<file path="src/verilog/fpw_defs.svh">
`ifndef FPW_DEFS_SVH
`define FPW_DEFS_SVH
// Function
// - Below write-inhibit threshold all logic held reset, no instruction answered.
// - Write-class instructions discarded until write power-up delay expires after threshold.
// - Reads accepted once select delay after minimum supply has passed.
// - Leaving power-on reset gives standby mode with write enable latch cleared.
// - Supply falling below threshold stops all operations and ignores instructions.
// - Delivered state reads array bytes FFh and status register 00h.
// - Latch arm sets write enable latch; writes refused unless latch set.
`define FPW_CLK_MHZ        100
`define FPW_T_SELECT_US    200
`define FPW_T_WRITE_US     400
`define FPW_SELECT_CYC     (`FPW_T_SELECT_US * `FPW_CLK_MHZ)
`define FPW_WRITE_CYC      (`FPW_T_WRITE_US * `FPW_CLK_MHZ)
`define FPW_CNT_W          20
`define FPW_ERASED_BYTE    8'hff
`define FPW_STATUS_RESET   8'h00
`define FPW_OP_LATCH_ARM   8'h06
`define FPW_OP_LATCH_DROP  8'h04
`define FPW_OP_PAGE_WRITE  8'h02
`define FPW_OP_SECTOR_CLR  8'hd8
`define FPW_OP_ARRAY_CLR   8'hc7
`define FPW_OP_STATUS_WR   8'h01
`define FPW_OP_READ        8'h03
`define FPW_OP_FAST_READ   8'h0b
`define FPW_OP_STATUS_RD   8'h05
`endif

</file>
<file path="src/verilog/fpw_pkg.sv">
package fpw_pkg;
  typedef enum logic [1:0] {FPW_OFF, FPW_READ_ONLY, FPW_FULL} fpw_phase_type;
  typedef enum logic [1:0] {FPW_REFUSE, FPW_READ_CMD, FPW_WRITE_CMD, FPW_OTHER_CMD}
    fpw_class_type;
endpackage

</file>
<file path="src/verilog/fpw_decode.sv">
`timescale 1ns/1ps
`include "fpw_defs.svh"
module fpw_decode (
  input  wire logic [7:0]           opcode_i,
  output fpw_pkg::fpw_class_type    cls_o
);
  import fpw_pkg::*;
  always_comb begin
    case (opcode_i)
      `FPW_OP_READ, `FPW_OP_FAST_READ, `FPW_OP_STATUS_RD: cls_o = FPW_READ_CMD;
      `FPW_OP_LATCH_ARM, `FPW_OP_PAGE_WRITE, `FPW_OP_SECTOR_CLR,
      `FPW_OP_ARRAY_CLR, `FPW_OP_STATUS_WR: cls_o = FPW_WRITE_CMD;
      `FPW_OP_LATCH_DROP: cls_o = FPW_OTHER_CMD;
      default: cls_o = FPW_REFUSE;
    endcase
  end
endmodule

</file>
<file path="src/verilog/fpw_gate.sv">
`timescale 1ns/1ps
`include "fpw_defs.svh"
module fpw_gate (
  input  wire logic                  sys_clk_i,
  input  wire logic                  arst_n_i,
  input  wire logic                  above_inhibit_i,
  input  wire logic                  above_min_i,
  input  wire logic                  cmd_valid_i,
  input  wire logic [7:0]            cmd_op_i,
  input  wire logic                  cycle_done_i,
  output logic                       logic_reset_o,
  output logic                       read_ok_o,
  output logic                       write_ok_o,
  output logic                       cmd_accept_o,
  output logic                       cmd_reject_o,
  output logic                       cycle_start_o,
  output logic                       write_enable_latch_o,
  output logic                       cycle_busy_flag_o,
  output logic                       standby_o,
  output logic [7:0]                 status_o,
  output logic [7:0]                 erased_byte_o
);
  import fpw_pkg::*;
  ////////////////////////////////////////////////////////////////////////////
  // One packed state word keeps every register in a single clocked process.
  typedef struct packed {
    logic [1:0]              inh_sync;
    logic [1:0]              min_sync;
    logic [`FPW_CNT_W-1:0]   sel_cnt;
    logic [`FPW_CNT_W-1:0]   wr_cnt;
    logic                    sel_done;
    logic                    wr_done;
    logic                    rst;
    logic                    rd_ok;
    logic                    wr_ok;
    logic                    acc;
    logic                    rej;
    logic                    start;
    logic                    write_enable_latch;
    logic                    busy;
    logic                    stby;
  } fpw_state_type;
  fpw_state_type st_reg, st_next;
  fpw_class_type cls;
  fpw_decode u_dec (.opcode_i(cmd_op_i), .cls_o(cls));
  // Timers park on their last count, so a supply that stays up never wraps them.
  localparam logic [`FPW_CNT_W-1:0] SEL_LAST = `FPW_CNT_W'(`FPW_SELECT_CYC - 1);
  localparam logic [`FPW_CNT_W-1:0] WR_LAST  = `FPW_CNT_W'(`FPW_WRITE_CYC - 1);
  ////////////////////////////////////////////////////////////////////////////
  always_comb begin
    logic inh;
    logic mn;
    logic allowed;
    st_next = st_reg;
    inh = st_reg.inh_sync[1];
    mn  = st_reg.min_sync[1];
    allowed = 1'b0;
    // Supply comparators are asynchronous, so they are synchronised first.
    st_next.inh_sync = {st_reg.inh_sync[0], above_inhibit_i};
    st_next.min_sync = {st_reg.min_sync[0], above_min_i};
    st_next.acc = 1'b0;
    st_next.rej = 1'b0;
    st_next.start = 1'b0;
    if (!inh) begin
      // Whole block restarts; timers begin again on the next rise.
      st_next.sel_cnt = '0;
      st_next.wr_cnt = '0;
      st_next.sel_done = 1'b0;
      st_next.wr_done = 1'b0;
      st_next.rst = 1'b1;
      st_next.rd_ok = 1'b0;
      st_next.wr_ok = 1'b0;
      st_next.write_enable_latch = 1'b0;
      st_next.busy = 1'b0;
      st_next.stby = 1'b1;
    end else begin
      st_next.rst = 1'b0;
      if (!st_reg.wr_done) begin
        if (st_reg.wr_cnt == WR_LAST) st_next.wr_done = 1'b1;
        else st_next.wr_cnt = st_reg.wr_cnt + 1'b1;
      end
      // A dip below minimum supply restarts the select delay only.
      if (!mn) begin
        st_next.sel_cnt = '0;
        st_next.sel_done = 1'b0;
      end else if (!st_reg.sel_done) begin
        if (st_reg.sel_cnt == SEL_LAST) st_next.sel_done = 1'b1;
        else st_next.sel_cnt = st_reg.sel_cnt + 1'b1;
      end
      // Writes need both delays; reads need only the select delay.
      st_next.rd_ok = st_reg.sel_done;
      st_next.wr_ok = st_reg.sel_done && st_reg.wr_done;
      // The latch drops with the end of a self-timed cycle; in mid-cycle only a supply loss below threshold clears it.
      if (st_reg.busy && cycle_done_i) begin
        st_next.busy = 1'b0;
        st_next.write_enable_latch = 1'b0;
      end
      // A status read stays open while busy so the host can poll for the end of a cycle.
      if (cmd_valid_i) begin
        allowed = 1'b0;
        case (cls)
          FPW_READ_CMD: allowed = st_reg.rd_ok && (!st_reg.busy
                                  || cmd_op_i == `FPW_OP_STATUS_RD);
          FPW_OTHER_CMD: allowed = st_reg.rd_ok && !st_reg.busy;
          FPW_WRITE_CMD: begin
            if (cmd_op_i == `FPW_OP_LATCH_ARM)
              allowed = st_reg.wr_ok && !st_reg.busy;
            else
              allowed = st_reg.wr_ok && st_reg.write_enable_latch && !st_reg.busy;
          end
          default: allowed = 1'b0;
        endcase
        st_next.acc = allowed;
        st_next.rej = !allowed;
        if (allowed) begin
          if (cmd_op_i == `FPW_OP_LATCH_ARM) st_next.write_enable_latch = 1'b1;
          else if (cmd_op_i == `FPW_OP_LATCH_DROP) st_next.write_enable_latch = 1'b0;
          else if (cls == FPW_WRITE_CMD) begin
            st_next.busy = 1'b1;
            st_next.start = 1'b1;
          end
          st_next.stby = 1'b0;
        end
      end else if (!st_next.busy) begin
        st_next.stby = 1'b1;
      end
    end
  end
  always_ff @(posedge sys_clk_i or negedge arst_n_i) begin
    if (!arst_n_i) begin
      // Reset leaves the block held and idle until the supply is seen above threshold.
      st_reg <= '0;
      st_reg.rst <= 1'b1;
      st_reg.stby <= 1'b1;
    end else begin
      st_reg <= st_next;
    end
  end
  ////////////////////////////////////////////////////////////////////////////
  always_comb begin
    logic_reset_o        = st_reg.rst;
    read_ok_o            = st_reg.rd_ok;
    write_ok_o           = st_reg.wr_ok;
    cmd_accept_o         = st_reg.acc;
    cmd_reject_o         = st_reg.rej;
    cycle_start_o        = st_reg.start;
    write_enable_latch_o = st_reg.write_enable_latch;
    cycle_busy_flag_o    = st_reg.busy;
    standby_o            = st_reg.stby;
    // Status bits are only the two live flags; others start and stay zero.
    status_o             = `FPW_STATUS_RESET | {6'h00, st_reg.write_enable_latch, st_reg.busy};
    erased_byte_o        = `FPW_ERASED_BYTE;
  end
  ////////////////////////////////////////////////////////////////////////////
  // Every answer is registered, so checks on a request look one cycle later.
  // A request in the very cycle the synchronised supply drops gets no answer,
  // which is why the request checks also ask for the supply to be up.
  a_reset_holds: assert property (@(posedge sys_clk_i) disable iff (!arst_n_i)
    !st_reg.inh_sync[1] |=> logic_reset_o && !write_enable_latch_o)
    else $error("logic not held reset below threshold");
  a_no_answer_off: assert property (@(posedge sys_clk_i) disable iff (!arst_n_i)
    logic_reset_o |-> !cmd_accept_o && !cycle_start_o)
    else $error("command accepted during reset");
  a_write_needs_delay: assert property (@(posedge sys_clk_i) disable iff (!arst_n_i)
    cycle_start_o |-> $past(write_ok_o) && $past(write_enable_latch_o))
    else $error("write started too early or without latch");
  a_latch_arm_sets: assert property (@(posedge sys_clk_i) disable iff (!arst_n_i)
    cmd_valid_i && cmd_op_i == `FPW_OP_LATCH_ARM && write_ok_o && !cycle_busy_flag_o
    && st_reg.inh_sync[1] |=> write_enable_latch_o && cmd_accept_o)
    else $error("latch arm not honoured");
  a_read_after_sel: assert property (@(posedge sys_clk_i) disable iff (!arst_n_i)
    cmd_valid_i && cmd_op_i == `FPW_OP_READ && read_ok_o && !cycle_busy_flag_o
    && st_reg.inh_sync[1] |=> cmd_accept_o)
    else $error("read refused after select delay");
  a_write_blocked: assert property (@(posedge sys_clk_i) disable iff (!arst_n_i)
    cmd_valid_i && cmd_op_i == `FPW_OP_LATCH_ARM && !write_ok_o && st_reg.inh_sync[1]
    |=> cmd_reject_o)
    else $error("early latch arm not discarded");
  a_standby_reset: assert property (@(posedge sys_clk_i) disable iff (!arst_n_i)
    $fell(logic_reset_o) |-> standby_o && !write_enable_latch_o)
    else $error("did not leave reset in standby");
  a_status_clean: assert property (@(posedge sys_clk_i) disable iff (!arst_n_i)
    status_o[7:2] == 6'h00 && erased_byte_o == `FPW_ERASED_BYTE)
    else $error("delivery values wrong");
  a_sync_delay: assert property (@(posedge sys_clk_i) disable iff (!arst_n_i)
    !above_inhibit_i [*3] |=> logic_reset_o)
    else $error("threshold loss not seen in three cycles");
  a_read_refused_early: assert property (@(posedge sys_clk_i) disable iff (!arst_n_i)
    cmd_valid_i && cls == FPW_READ_CMD && !read_ok_o && st_reg.inh_sync[1]
    |=> cmd_reject_o && !cmd_accept_o)
    else $error("read answered before select delay");
  a_busy_refuses_read: assert property (@(posedge sys_clk_i) disable iff (!arst_n_i)
    cmd_valid_i && cmd_op_i == `FPW_OP_READ && cycle_busy_flag_o && st_reg.inh_sync[1]
    |=> cmd_reject_o)
    else $error("read taken during a write cycle");
  a_write_needs_latch: assert property (@(posedge sys_clk_i) disable iff (!arst_n_i)
    cmd_valid_i && cmd_op_i == `FPW_OP_PAGE_WRITE && !write_enable_latch_o
    && st_reg.inh_sync[1] |=> cmd_reject_o && !cycle_start_o)
    else $error("write accepted without latch");
  a_done_clears_latch: assert property (@(posedge sys_clk_i) disable iff (!arst_n_i)
    cycle_busy_flag_o && cycle_done_i && st_reg.inh_sync[1]
    |=> !cycle_busy_flag_o && !write_enable_latch_o)
    else $error("cycle end did not clear busy and latch");
  a_drop_clears_all: assert property (@(posedge sys_clk_i) disable iff (!arst_n_i)
    $fell(st_reg.inh_sync[1]) |=> logic_reset_o && !cycle_busy_flag_o && !write_ok_o
    && !read_ok_o)
    else $error("supply loss did not stop operations");
  a_timer_full_length: assert property (@(posedge sys_clk_i) disable iff (!arst_n_i)
    write_ok_o |-> st_reg.wr_cnt == WR_LAST)
    else $error("write gate opened before full delay");
  // Covers mark the power-up, write, refusal and power-loss paths the bench must reach.
  c_read_only: cover property (@(posedge sys_clk_i) disable iff (!arst_n_i)
    read_ok_o && !write_ok_o);
  c_write_start: cover property (@(posedge sys_clk_i) disable iff (!arst_n_i)
    cycle_start_o);
  c_power_drop: cover property (@(posedge sys_clk_i) disable iff (!arst_n_i)
    $rose(logic_reset_o));
  c_refused: cover property (@(posedge sys_clk_i) disable iff (!arst_n_i)
    cmd_reject_o);
  c_latch_set: cover property (@(posedge sys_clk_i) disable iff (!arst_n_i)
    $rose(write_enable_latch_o));
endmodule

</file>
<file path="config.mk">
export PLATFORM = sky130hd
export DESIGN_NAME = fpw_gate
export DESIGN_NICKNAME = d
export VERILOG_FILES = /design/src/verilog/fpw_pkg.sv /design/src/verilog/fpw_decode.sv /design/src/verilog/fpw_gate.sv
export VERILOG_INCLUDE_DIRS = /design/src /design/src/verilog
export SDC_FILE = /design/constraint.sdc
export NUM_CORES = 1
export LEC_CHECK = 0
export BUFFER_PORTS_ARGS = -buffer_cell sky130_fd_sc_hd__buf_2
export CORE_ASPECT_RATIO = 0.8
export CORE_MARGIN = 1.5
export CORE_UTILIZATION = 27
export DETAILED_ROUTE_END_ITERATION = 16
export PLACE_DENSITY = 0.42
export SLEW_MARGIN = 5
export SYNTH_ARGS = -nofsm -noshare
export SYNTH_HDL_FRONTEND = slang
export SYNTH_SLANG_ARGS = --single-unit
</file>
<file path="constraint.sdc">
create_clock -name sys_clk_i -period 2.2 [get_ports sys_clk_i]
set_clock_uncertainty 0.05 [all_clocks]
set_input_delay 0.22 -clock sys_clk_i [delete_from_list [all_inputs] [get_ports sys_clk_i]]
set_output_delay 0.22 -clock sys_clk_i [all_outputs]
set_load 0.03 [all_outputs]
</file>
Word-level counts from Yosys, hierarchy flattened

Cells that the tools add are included.

Add/sub/neg operators: 2
Eq/ne operators: 20
Mux-type cells: 32
Reductions and logical operators: 15

Operator list:

| cell                                                  | count |
|---|---|
| two-way mux 20 bit                                    | 5 |
| two-way mux 45 bit                                    | 1 |
| adder 20 x 1 -> 20 bit, second input constant         | 2 |
| equality test 8 x 3 -> 1 bit, second input constant   | 3 |
| equality test 20 x 15 -> 1 bit, second input constant | 1 |
| equality test 20 x 16 -> 1 bit, second input constant | 1 |
| two-way mux 1 bit                                     | 18 |
| equality test 8 x 2 -> 1 bit, second input constant   | 2 |
| equality test 8 bit, second input constant            | 2 |
| != test 3 bit, second input constant                  | 3 |
| equality test 8 x 1 -> 1 bit, second input constant   | 1 |
| equality test 8 x 4 -> 1 bit, second input constant   | 1 |
| logical AND 1 bit                                     | 7 |
| two-way mux 3 bit                                     | 2 |
| one-hot mux 2 bit (3 select lines)                    | 1 |
| AND reduction 2 bit                                   | 3 |
| two-way mux 5 bit                                     | 1 |
| OR reduction 5 bit                                    | 1 |
| equality test 2 bit, second input constant            | 2 |
| two-way mux 2 bit                                     | 2 |
| two-way mux 4 bit                                     | 1 |
| != test 2 bit, second input constant                  | 2 |
| != test 3 x 2 -> 1 bit, second input constant         | 1 |
| one-hot mux 1 bit (3 select lines)                    | 1 |
| 4 further kinds                                       | 5 |

Register bits after elaboration: 55
Input bits: 14
Output and inout port bits: 25
Logic and storage cells: 84

Longest topological paths before layout

Gate-level depths: netlist of run 1.

Word-level depth: 10
Depth in mapped cells: 8
Depth with buffers taken out: 6

Hierarchy

From an unflattened synthesis of run 1, not the netlist that was laid out.

Cells, all modules: 302
Area, all modules: 2,972.9 um2

Modules (own cells, without submodules):

| module     | times used | cells each | area an instance (um2) | sequential area each (um2) |
|---|---|---|---|---|
| fpw_gate   | 1          | 291        | 2,877.8                | 1,378.8 |
| fpw_decode | 1          | 11         | 95.1                   | 0.0 |

Least setup slack after synthesis of run 1

OpenSTA, ideal clock, no wires.

Kind: in2reg
From: input port cmd_op_i[5]
To: register st_reg, in the netlist write_enable_latch_o
Library setup time: 0.120 ns
Arrival time: 1.670 ns
Required time: 2.030 ns
Slack: 0.360 ns
Cell stages on the path: 5
Buffers on the path: 0
Cell sequence: or4_4 -> nor4b_1 -> inv_1 -> o31a_1 -> a41o_1

RTL lines:

| item                 | RTL line        | RTL |
|---|---|---|
| start, declared      | fpw_gate.sv:9   | `input wire logic [7:0] cmd_op_i,` |
| end signal, assigned | fpw_gate.sv:136 | `st_reg <= st_next;` |
| end, declared        | fpw_gate.sv:43  | `fpw_state_type st_reg, st_next;` |

Worst setup path in the final report of run 1

From: register st_reg[11] (netlist name)
To: register st_reg[25] (netlist name)

Cells in the longest elaborated chain, start to end: 4
Elaborated cells on any way between the ends: 7
Classes of those cells: 1 x add/sub; 2 x eq/ne; 3 x mux; 1 x reduce/logical

RTL lines:

| item                   | RTL line       | RTL |
|---|---|---|
| adder 20 x 1 -> 20 bit | fpw_gate.sv:80 | `else st_next.wr_cnt = st_reg.wr_cnt + 1'b1;` |
| two-way mux 20 bit     | fpw_gate.sv:79 | `if (st_reg.wr_cnt == WR_LAST) st_next.wr_done = 1'b1;` |
| two-way mux 20 bit     | fpw_gate.sv:78 | `if (!st_reg.wr_done) begin` |
| two-way mux 45 bit     | fpw_gate.sv:64 | `if (!inh) begin` |

Several ways; a longest one is shown, not always the timed one. The select of a mux whose other input is x is not followed.
A chain may end at the register's enable or synchronous reset.

==> impl_metrics.env, run 1 <==
export IMPL_grt_max_degree=32
export IMPL_finalCritPeriodShare=0.8884
export IMPL_io_pin_count=39
export IMPL_port_buffers=24
export IMPL_critPathRequiredTime_ps=2370
export IMPL_clkPwrFrac=0.421
export IMPL_via_count=2324
export IMPL_gp_congestion=0.7325
export IMPL_switchingPower_mw=0.4782
export IMPL_largest_reg_flops=44
export IMPL_tns_ps=0
export IMPL_hold_end="standby_o"
export IMPL_r2r_cells=5
export IMPL_grt_pass1_vias=2261
export IMPL_crit_slowest_cell="or3_1"
export IMPL_drc=0
export IMPL_worstMarginPinSlew_ps=591.7
export IMPL_drtIter0Drc=65
export IMPL_yosysTopAreaCell="dfrtp_1"
export IMPL_finalSetupViolCount=0
export IMPL_area_growth_pct=15.24
export IMPL_cts_root_buf="clkbuf_16"
export IMPL_cp_max_fo=9
export IMPL_utilization=0.3169
export IMPL_max_clock_freq_ghz=0.5116
export IMPL_holdCritStartpoint="cmd_valid_i"
export IMPL_power_share_switching=0.2362
export IMPL_hold_path_depth=2
export IMPL_cts_tree="built"
export IMPL_path_buf_inv=0
export IMPL_rrSetupSlack_ps=250
export IMPL_drive_above_1_share=0.1358
export IMPL_gr_total_overflow=0
export IMPL_pre_cts_slack_ps=180.3
export IMPL_ys_seq_area_frac=0.4640
export IMPL_h_tree_depth=2
export IMPL_period_minus_slack_ps=1955
export IMPL_critical_path_reg2reg_startpoint="st_reg[11]"
export IMPL_path_cells="ha_1 -> and4_1 -> nand4_1 -> or3_1 -> a21oi_1"
export IMPL_final_cell_mix="dfrtp_1 (53), nand2_1 (32), nor2_1 (25), buf_2 (24), o21ai_0 (16)"
export IMPL_yosys_warnings=0
export IMPL_clkSinkCount=55
export IMPL_synth_area_sq_mm=0.002972
export IMPL_combPwrFrac=0.069
export IMPL_die_area_sq_mm=0.01165
export IMPL_fp_dieH_microns=96.84
export IMPL_wl_per_cell_microns=13.09
export IMPL_async_reset_ff_frac=1.000
export IMPL_vdd_drop_max_v=0.0002685
export IMPL_cp_start_kind="register"
export IMPL_grt_pass1_wl_microns=11050
export IMPL_worst_slack_ps=245.5
export IMPL_drtPass1Iterations=4
export IMPL_slew_headroom=0.6055
export IMPL_rows=34
export IMPL_clk_latency_ps=300
export IMPL_final_antenna_net_count=0
export IMPL_end_kind="register"
export IMPL_antenna_found_initial=0
export IMPL_whs_ps=138.0
export IMPL_ys_top_cells_by_area="dfrtp_1 (45%), buf_4 (4.0%), nand2_1 (4.0%)"
export IMPL_finalHoldViolations=0
export IMPL_path_clk_slew_ps=70
export IMPL_cp_arrival_ps=2120
export IMPL_synth_top_area_frac=0.4463
export IMPL_seqPwrFrac=0.510
export IMPL_stdcell_count=490
export IMPL_numCtsBuffers=5
export IMPL_die_width_microns=120.3
export IMPL_cts_path_max_buffers=2
export IMPL_max_stage_delay_ps=450
export IMPL_netlist_instances=317
export IMPL_total_power_mw=2.025
export IMPL_post_cts_resized=0
export IMPL_rsz0062_at_grt="no"
export IMPL_fin_nets=361
export IMPL_p_per_area_mw_per_mm2=591.2
export IMPL_design_area_sq_mm=0.003425
export IMPL_dp_cells=479
export IMPL_design_core_area_sq_mm=0.01081
export IMPL_leakagePower_nw=1.441
export IMPL_crit_family="simple AND/OR/NAND/NOR gates"
export IMPL_hp_class="in2reg"
export IMPL_internal_power_mw=1.546
export IMPL_synth_edf_count=0
export IMPL_cap_violations=0
export IMPL_synth_avg_cell_area_sq_um=9.374
export IMPL_netlist_cell_type_count=50
export IMPL_outcome="finished, final reports clean"
export IMPL_critical_path_class="reg2reg"
export IMPL_ys_flop_type="dfrtp_1"
export IMPL_track_usage=0.1182
export IMPL_antenna_cells=0
export IMPL_layout_commonest_cell="dfrtp_1"
export IMPL_vias_per_cell=4.743
export IMPL_reg2reg_to="st_reg[25]"
export IMPL_totalWireLength_microns=6414
export IMPL_start_util=0.2750
export IMPL_report_final_slew_viol_count=0
export IMPL_hpwlAfterDp_microns=4596
export IMPL_dpl_cell_area_sq_mm=0.003238
export IMPL_ys_ff_latch=55
-- worst max path at each step --
stage | start | to | slack [ps] | cells past startpoint
after floorplan | cmd_op_i[5] | write_enable_latch_o | 360 | 5
after global placement | cmd_op_i[5] | cycle_busy_flag_o | 190 | 6
after detailed placement | cmd_op_i[5] | cycle_busy_flag_o | 180 | 6
after CTS | st_reg[11] | st_reg[25] | 230 | 5
after global routing | st_reg[11] | st_reg[25] | 90 | 5
final | st_reg[11] | st_reg[25] | 250 | 5
-- synth_stat cells (2+ instances only) --
master	instances
dfrtp_1	53
nand2_1	32
nor2_1	25
buf_4	16
o21ai_0	16
a21oi_1	14
xor2_1	13
nand3_1	12
clkbuf_1	11
nand4_1	11
or3_1	11
or4_1	8
and3_1	7
inv_1	7
nand2b_1	6
and4_1	5
nor4_1	5
o211ai_1	5
o31ai_1	5
a211oi_1	4
and2_1	4
nor4b_1	4
xnor2_1	4
nor2b_1	3
o21ai_1	3
and3b_1	2
conb_1	2
dfstp_2	2
ha_1	2
mux2i_1	2
nand3b_1	2
nor3_1	2
nor4bb_1	2
-- layout make-up --
cell class | count | area (sq um)
clock buffer | 8 | 156.4
fill | 1134 | 7381
inverter | 7 | 26.28
multi-input combinational | 239 | 1445
sequential | 55 | 1379
tap | 144 | 180.2
timing repair buffer | 37 | 237.7
-- layer usage --
layer,up-vias,GRT usage,share of wire
met5,-,0,0
met2,38,0.1771,0.44
li1,1170,-,-
met4,0,0.03258,0.010
met1,1111,0.1706,0.52
met3,5,0.02712,0.039
-- timing repair --
item	in CTS	in global routing
endpoints found under the hold margin	25	0
setup buffers	0	0
endpoints found under the setup margin	0	0
hold buffers	3	0
-- worst reg2reg max path: stages, from the launching register on --
cell and delay, ps:
dfrtp_1 400, ha_1 210, and4_1 290, nand4_1 330
or3_1 450, a21oi_1 150
-- cells by family (layout without fill, tap and decap cells) --
| kind of cell | Yosys count | in the layout | share of synthesized area |
|---|---|---|---|
| compound gates | 59 | 59 | 0.1276 |
| xor+xnor | 17 | 17 | 0.05010 |
| fa+ha+maj | 2 | 2 | 0.008420 |
| buf+inv | 35 | 52 | 0.06484 |
| flops | 55 | 55 | 0.4640 |
| mux | 2 | 2 | 0.006737 |
| other cells | 2 | 14 | 0.002527 |
| simple gates | 145 | 145 | 0.2758 |
-- power by group through the flow --
stage / Combinational [mW] / Clock [mW] / Sequential (mW)
finish: 0.139 / 0.853 / 1.03
global route: 0.156 / 0.919 / 1.03
CTS: 0.143 / 0.881 / 1.03
detailed placement: 0.139 / 0 / 1.05
global placement: 0.138 / 0 / 1.05
floorplan: 0.0944 / 0 / 1.05
(Power assumes the default switching activity.)
==> run 2, diff against run 1 <==
==> constraint.sdc (replaced) <==
create_clock -name sys_clk_i -period 2.3 [get_ports sys_clk_i]
set_clock_uncertainty 0.05 [all_clocks]
set_input_delay 0.69 -clock sys_clk_i [delete_from_list [all_inputs] [get_ports sys_clk_i]]
set_output_delay 0.69 -clock sys_clk_i [all_outputs]
set_load 0.03 [all_outputs]
==> run 2 against run 1 <==
  * Global-route usage up 0.43 points
  * Largest power group unchanged
  * Worst hold slack gained 160 ps
  * Flip-flop and latch count did not move
  * Core utilization up 0.45 points
  * Critical path type is now in2reg
  * Clock-buffer cell count fell by 3
  * Critical path depth rose by 1
  * Largest cell class unchanged
  * Design area increased by 1.4%
  * Via count up 3.2%
  * Wire length up 0.97%
  * Power decreased by 6.7%
  * Setup slack got worse by 120 ps
==> impl_metrics.env, run 2 (synthesized netlist as in run 1, its figures left out) <==
export IMPL_outcome="finished, final reports clean"
export IMPL_drc=0
export IMPL_final_antenna_net_count=0
export IMPL_finalHoldViolations=0
export IMPL_layout_commonest_cell="dfrtp_1"
export IMPL_path_clk_slew_ps=70
export IMPL_hpwlAfterDp_microns=4710
export IMPL_leakagePower_nw=1.474
export IMPL_port_buffers=24
export IMPL_max_clock_freq_ghz=0.4604
export IMPL_drtPass1Iterations=4
export IMPL_vias_per_cell=4.806
export IMPL_die_width_microns=120.3
export IMPL_path_cells="buf_2 -> or4_4 -> nor4b_4 -> nor2_2 -> or4_1 -> o21ai_1"
export IMPL_fillCellCount=1131
export IMPL_vdd_drop_max_v=0.0002442
export IMPL_reg2reg_to="st_reg[29]"
export IMPL_totalWireLength_microns=6476
export IMPL_slew_headroom=0.6671
export IMPL_total_power_mw=1.889
export IMPL_io_pin_count=39
export IMPL_start_util=0.2750
export IMPL_report_final_slew_viol_count=0
export IMPL_end_kind="register"
export IMPL_numCtsBuffers=5
export IMPL_whs_ps=295.5
export IMPL_critical_path_class="in2reg"
export IMPL_fp_dieH_microns=96.84
export IMPL_via_count=2398
export IMPL_cts_root_buf="clkbuf_16"
export IMPL_critPathRequiredTime_ps=2470
export IMPL_crit_family="simple AND/OR/NAND/NOR gates"
export IMPL_cp_arrival_ps=2340
export IMPL_drive_above_1_share=0.1690
export IMPL_cap_violations=0
export IMPL_max_stage_delay_ps=550
export IMPL_clkSinkCount=55
export IMPL_rows=34
export IMPL_tns_ps=0
export IMPL_antenna_found_initial=0
export IMPL_h_tree_depth=2
export IMPL_rsz0062_at_grt="no"
export IMPL_post_cts_buffers=0
export IMPL_period_minus_slack_ps=2172
export IMPL_grt_max_degree=24
export IMPL_finalCritPeriodShare=0.9444
export IMPL_p_per_area_mw_per_mm2=543.9
export IMPL_die_area_sq_mm=0.01165
export IMPL_critical_path_reg2reg_startpoint="st_reg[11]"
export IMPL_cts_tree="built"
export IMPL_grt_pass1_vias=2367
export IMPL_r2r_cells=5
export IMPL_design_core_area_sq_mm=0.01081
export IMPL_crit_cells=6
export IMPL_gp_congestion=0.7413
export IMPL_final_cell_mix="dfrtp_1 (53), nand2_1 (32), nor2_1 (25), buf_2 (24), buf_4 (21)"
export IMPL_area_growth_pct=16.88
export IMPL_drtIter0Drc=88
export IMPL_largest_reg_flops=44
export IMPL_finalSetupViolCount=0
export IMPL_post_cts_resized=0
export IMPL_path_buf_inv=1
export IMPL_crit_slowest_cell="or4_4"
export IMPL_grt_pass1_wl_microns=11700
export IMPL_antenna_cells=0
export IMPL_worstMarginPinSlew_ps=498.8
export IMPL_track_usage=0.1225
export IMPL_cp_start_kind="input port"
export IMPL_rrSetupSlack_ps=320
export IMPL_fin_nets=370
export IMPL_clk_latency_ps=290
export IMPL_cts_hold_buf=0
export IMPL_wl_per_cell_microns=12.98
export IMPL_cts_path_max_buffers=2
export IMPL_cp_max_fo=4
export IMPL_hp_class="in2async"
export IMPL_gr_total_overflow=0
## run 2: final cells by class
type / instances / area, sq um / area share
clock buffer: 5 / 125.1 / 0.03602
clock inverter: 3 / 20.02 / 0.005764
multi-input combinational: 239 / 1445 / 0.4161
inverter: 7 / 26.28 / 0.007565
sequential: 55 / 1379 / 0.3970
timing repair buffer: 46 / 297.8 / 0.08574
tap: 144 / 180.2 / 0.05187
## run 2: power by group
part	total, mW	internal, mW	switching, mW
Sequential	0.988	0.978	0.00988
Clock	0.756	0.402	0.354
Combinational	0.145	0.0455	0.0997
## run 2: per-layer routing
layer / track usage / vias to the layer above / routed length (microns)
met5: 0 / - / 0
li1: - / 1191 / -
met4: 0.02443 / 0 / 42
met2: 0.1846 / 39 / 2801
met3: 0.02653 / 5 / 175
met1: 0.1807 / 1163 / 3456
## run 2: per-stage QoR
stage	cell area, sq um	utilization	cells	setup WS, ps
3_5_place_dp	3328	0.3080	491	-182.4
2_1_floorplan	3017	-	329	-10.19
6_report	3473	0.3214	499	127.9
4_1_cts	3473	0.3214	499	130.0
5_1_grt	3473	0.3214	499	31.71
3_3_place_gp	3328	0.3080	491	-165.1
## run 2: worst max path at each step
stage	from	end
after detailed placement	cmd_op_i[5]	cycle_busy_flag_o
final	cmd_op_i[5]	cycle_busy_flag_o
after global placement	cmd_op_i[5]	cycle_busy_flag_o
after floorplan	cmd_op_i[5]	write_enable_latch_o
after CTS	cmd_op_i[5]	cycle_busy_flag_o
after global routing	cmd_op_i[4]	cycle_busy_flag_o
==> run 3, diff against run 2 <==
Settings changed: ABC_AREA set to 1, RECOVER_POWER set to 50.
==> run 3 against run 2 <==
  * Die area grew 23%
  * Design area grew 17%
  * Critical path type is now reg2reg
  * Cell count grew 46%
  * Global-route usage grew 2.6 points
  * Combinational power shrank 3%
  * Register-to-register slack lost 50 ps
  * Highest routed layer unchanged
  * Synthesized cell count grew 67%
  * Worst hold slack gained 25 ps
  * Clock-buffer cell count grew 2
  * Core utilization shrank 0.94 points
  * Largest cell class unchanged
==> impl_metrics.env, run 3 <==
export IMPL_reg2reg_to="st_reg[32]"
export IMPL_ys_seq_area_frac=0.3755
export IMPL_whs_ps=320.5
export IMPL_yosys_warnings=0
export IMPL_leakagePower_nw=1.831
export IMPL_seqPwrFrac=0.523
export IMPL_combPwrFrac=0.073
export IMPL_internal_power_mw=1.411
export IMPL_cap_violations=0
export IMPL_ys_ff_latch=55
export IMPL_cp_max_fo=32
export IMPL_start_util=0.2813
export IMPL_hold_path_depth=0
export IMPL_report_final_slew_viol_count=0
export IMPL_antenna_found_initial=0
export IMPL_dpl_cell_area_sq_mm=0.003948
export IMPL_period_minus_slack_ps=2030
export IMPL_netlist_instances=528
export IMPL_fillCellCount=1441
export IMPL_holdCritStartpoint="st_next[54]"
export IMPL_io_pin_count=39
export IMPL_outcome="finished, final reports clean"
export IMPL_grt_pass1_wl_microns=16620
export IMPL_synth_area_sq_mm=0.003672
export IMPL_vdd_drop_max_v=0.0002200
export IMPL_netlist_cell_type_count=31
export IMPL_rsz0062_at_grt="no"
export IMPL_final_antenna_net_count=0
export IMPL_crit_slowest_cell="dfrtp_1"
export IMPL_gp_congestion=0.8685
export IMPL_track_usage=0.1487
export IMPL_slew_headroom=0.04863
export IMPL_path_clk_slew_ps=70
export IMPL_synth_top_area_frac=0.3612
export IMPL_end_kind="register"
export IMPL_ys_top_cells_by_area="dfrtp_1 (36%), nand2_1 (15%), nand3_1 (7.2%)"
export IMPL_tns_ps=0
export IMPL_hold_end="st_reg[54]"
export IMPL_cp_start_kind="register"
export IMPL_finalCritPeriodShare=0.8826
export IMPL_gr_total_overflow=0
export IMPL_async_reset_ff_frac=1.000
export IMPL_ys_flop_type="dfrtp_1"
export IMPL_clkSinkCount=55
export IMPL_drc=0
export IMPL_post_cts_buffers=0
export IMPL_yosysTopAreaCell="dfrtp_1"
export IMPL_port_buffers=24
export IMPL_rows=37
export IMPL_drtPass1Iterations=5
export IMPL_critical_path_reg2reg_startpoint="st_reg[32]"
export IMPL_p_per_area_mw_per_mm2=466.3
export IMPL_synthTopCellsByCount="nand2_1 (148), nor2_1 (66), inv_1 (58)"
export IMPL_max_clock_freq_ghz=0.4926
export IMPL_cts_path_max_buffers=2
export IMPL_rrSetupSlack_ps=270
export IMPL_path_buf_inv=2
export IMPL_wl_per_cell_microns=13.45
export IMPL_critPathRequiredTime_ps=2490
export IMPL_cts_root_buf="clkbuf_16"
export IMPL_grt_pass1_vias=3237
export IMPL_fp_dieH_microns=107.3
export IMPL_vias_per_cell=4.644
export IMPL_area_growth_pct=10.94
export IMPL_h_tree_depth=2
export IMPL_design_core_area_sq_mm=0.01306
export IMPL_worstMarginPinSlew_ps=1427
export IMPL_cts_tree="built"
export IMPL_synth_most_common_cell="nand2_1"
export IMPL_r2r_cells=11
export IMPL_clkPwrFrac=0.404
export IMPL_hpwlAfterDp_microns=7229
export IMPL_via_count=3390
export IMPL_fin_nets=571
export IMPL_finalHoldViolations=0
export IMPL_largest_reg_flops=44
export IMPL_final_cell_mix="nand2_1 (148), nor2_1 (66), inv_1 (58), nand3_1 (53), dfrtp_1 (53)"
export IMPL_clk_latency_ps=310
export IMPL_power_share_switching=0.2574
export IMPL_crit_family="simple AND/OR/NAND/NOR gates"
export IMPL_numCtsBuffers=5
export IMPL_totalWireLength_microns=9822
export IMPL_die_width_microns=133.4
export IMPL_layout_commonest_cell="nand2_1"
export IMPL_critical_path_class="reg2reg"
export IMPL_total_power_mw=1.900
export IMPL_finalSetupViolCount=0
export IMPL_design_area_sq_mm=0.004074
export IMPL_max_stage_delay_ps=390
export IMPL_antenna_cells=0
export IMPL_hp_class="reg2reg"
export IMPL_drive_above_1_share=0.1369
export IMPL_synth_avg_cell_area_sq_um=6.955
export IMPL_grt_max_degree=56
export IMPL_synth_edf_count=0
export IMPL_die_area_sq_mm=0.01431
export IMPL_path_cells="ha_1 -> nand2_2 -> nor2_4 -> inv_2 -> nor2_1 -> nand3_1 -> nand2_2 -> nand2_8 -> inv_2 -> nand2_1 -> nand2_1"
export IMPL_switchingPower_mw=0.4890
export IMPL_cp_arrival_ps=2220
export IMPL_drtIter0Drc=251
==> run 3: worst max-delay path by stage <==
| stage | to | from | cells past startpoint |
|---|---|---|---|
| floorplan | st_reg[47] | st_reg[31] | 11 |
| global placement | st_reg[50] | st_reg[32] | 11 |
| detailed placement | st_reg[32] | st_reg[32] | 11 |
| CTS | st_reg[32] | st_reg[32] | 11 |
| global route | st_reg[48] | st_reg[32] | 11 |
| finish | st_reg[32] | st_reg[32] | 11 |
==> run 3: timing repair <==
item / in CTS / in global routing
setup endpoints to repair: 0 / 7
gates resized for setup: 0 / 1
hold endpoints to repair: 0 / 0
hold buffers: 0 / 0
==> run 3: area by class of cell <==
cell class                 count  area [sq um]  share of cell area
timing repair buffer          34         192.7             0.04730
multi-input combinational    397          1918              0.4708
tap                          175         219.0             0.05375
sequential                    55          1379              0.3385
inverter                      62         232.7             0.05713
clock buffer                   7         132.6             0.03256
==> run 3: logic make-up (layout without fill, tap and decap cells) <==
logic type	count (synthesis)	in the layout	synth area share
AND/OR/NAND/NOR	331	331	0.4000
adder cells (fa/ha/maj)	2	2	0.006813
other	2	14	0.002045
flip-flops	55	55	0.3755
buffers and inverters	88	103	0.1169
XOR/XNOR	13	13	0.03101
AO/OA/AOI/OAI	37	37	0.06780
==> run 3: layer usage <==
metal / global-route usage / part of all wire / up-vias / wire, microns
met5: 0 / 0 / - / 0
met4: 0.05357 / 0.016 / 0 / 153
met3: 0.03060 / 0.065 / 11 / 634
met2: 0.2143 / 0.39 / 110 / 3844
met1: 0.2180 / 0.53 / 1541 / 5189
li1: - / - / 1728 / -
==> run 3: metrics by stage <==
stage | cells | util | setup WS, ps
after detailed placement | 723 | 0.3024 | 168.8
after floorplan | 540 | - | 607.2
final | 730 | 0.3121 | 270.0
after global placement | 723 | 0.3024 | 221.1
after CTS | 730 | 0.3125 | 153.2
after global routing | 730 | 0.3121 | 48.06
==> run 3: power groups by stage <==
stage	Clock (mW)	Sequential, mW	Combinational [mW]
2_1_floorplan	0	1.01	0.0939
3_3_place_gp	0	1.01	0.145
3_5_place_dp	0	1.01	0.145
4_1_cts	0.809	0.993	0.146
5_1_grt	0.844	0.995	0.158
6_report	0.767	0.993	0.140
==> run 3: worst register-to-register path, delay by kind of cell (launching register included) <==
family                   cells  cell delay [ps]
buffers and inverters        2              290
AND/OR/NAND/NOR              8              960
adder cells (fa/ha/maj)      1              280
flip-flops                   1              390
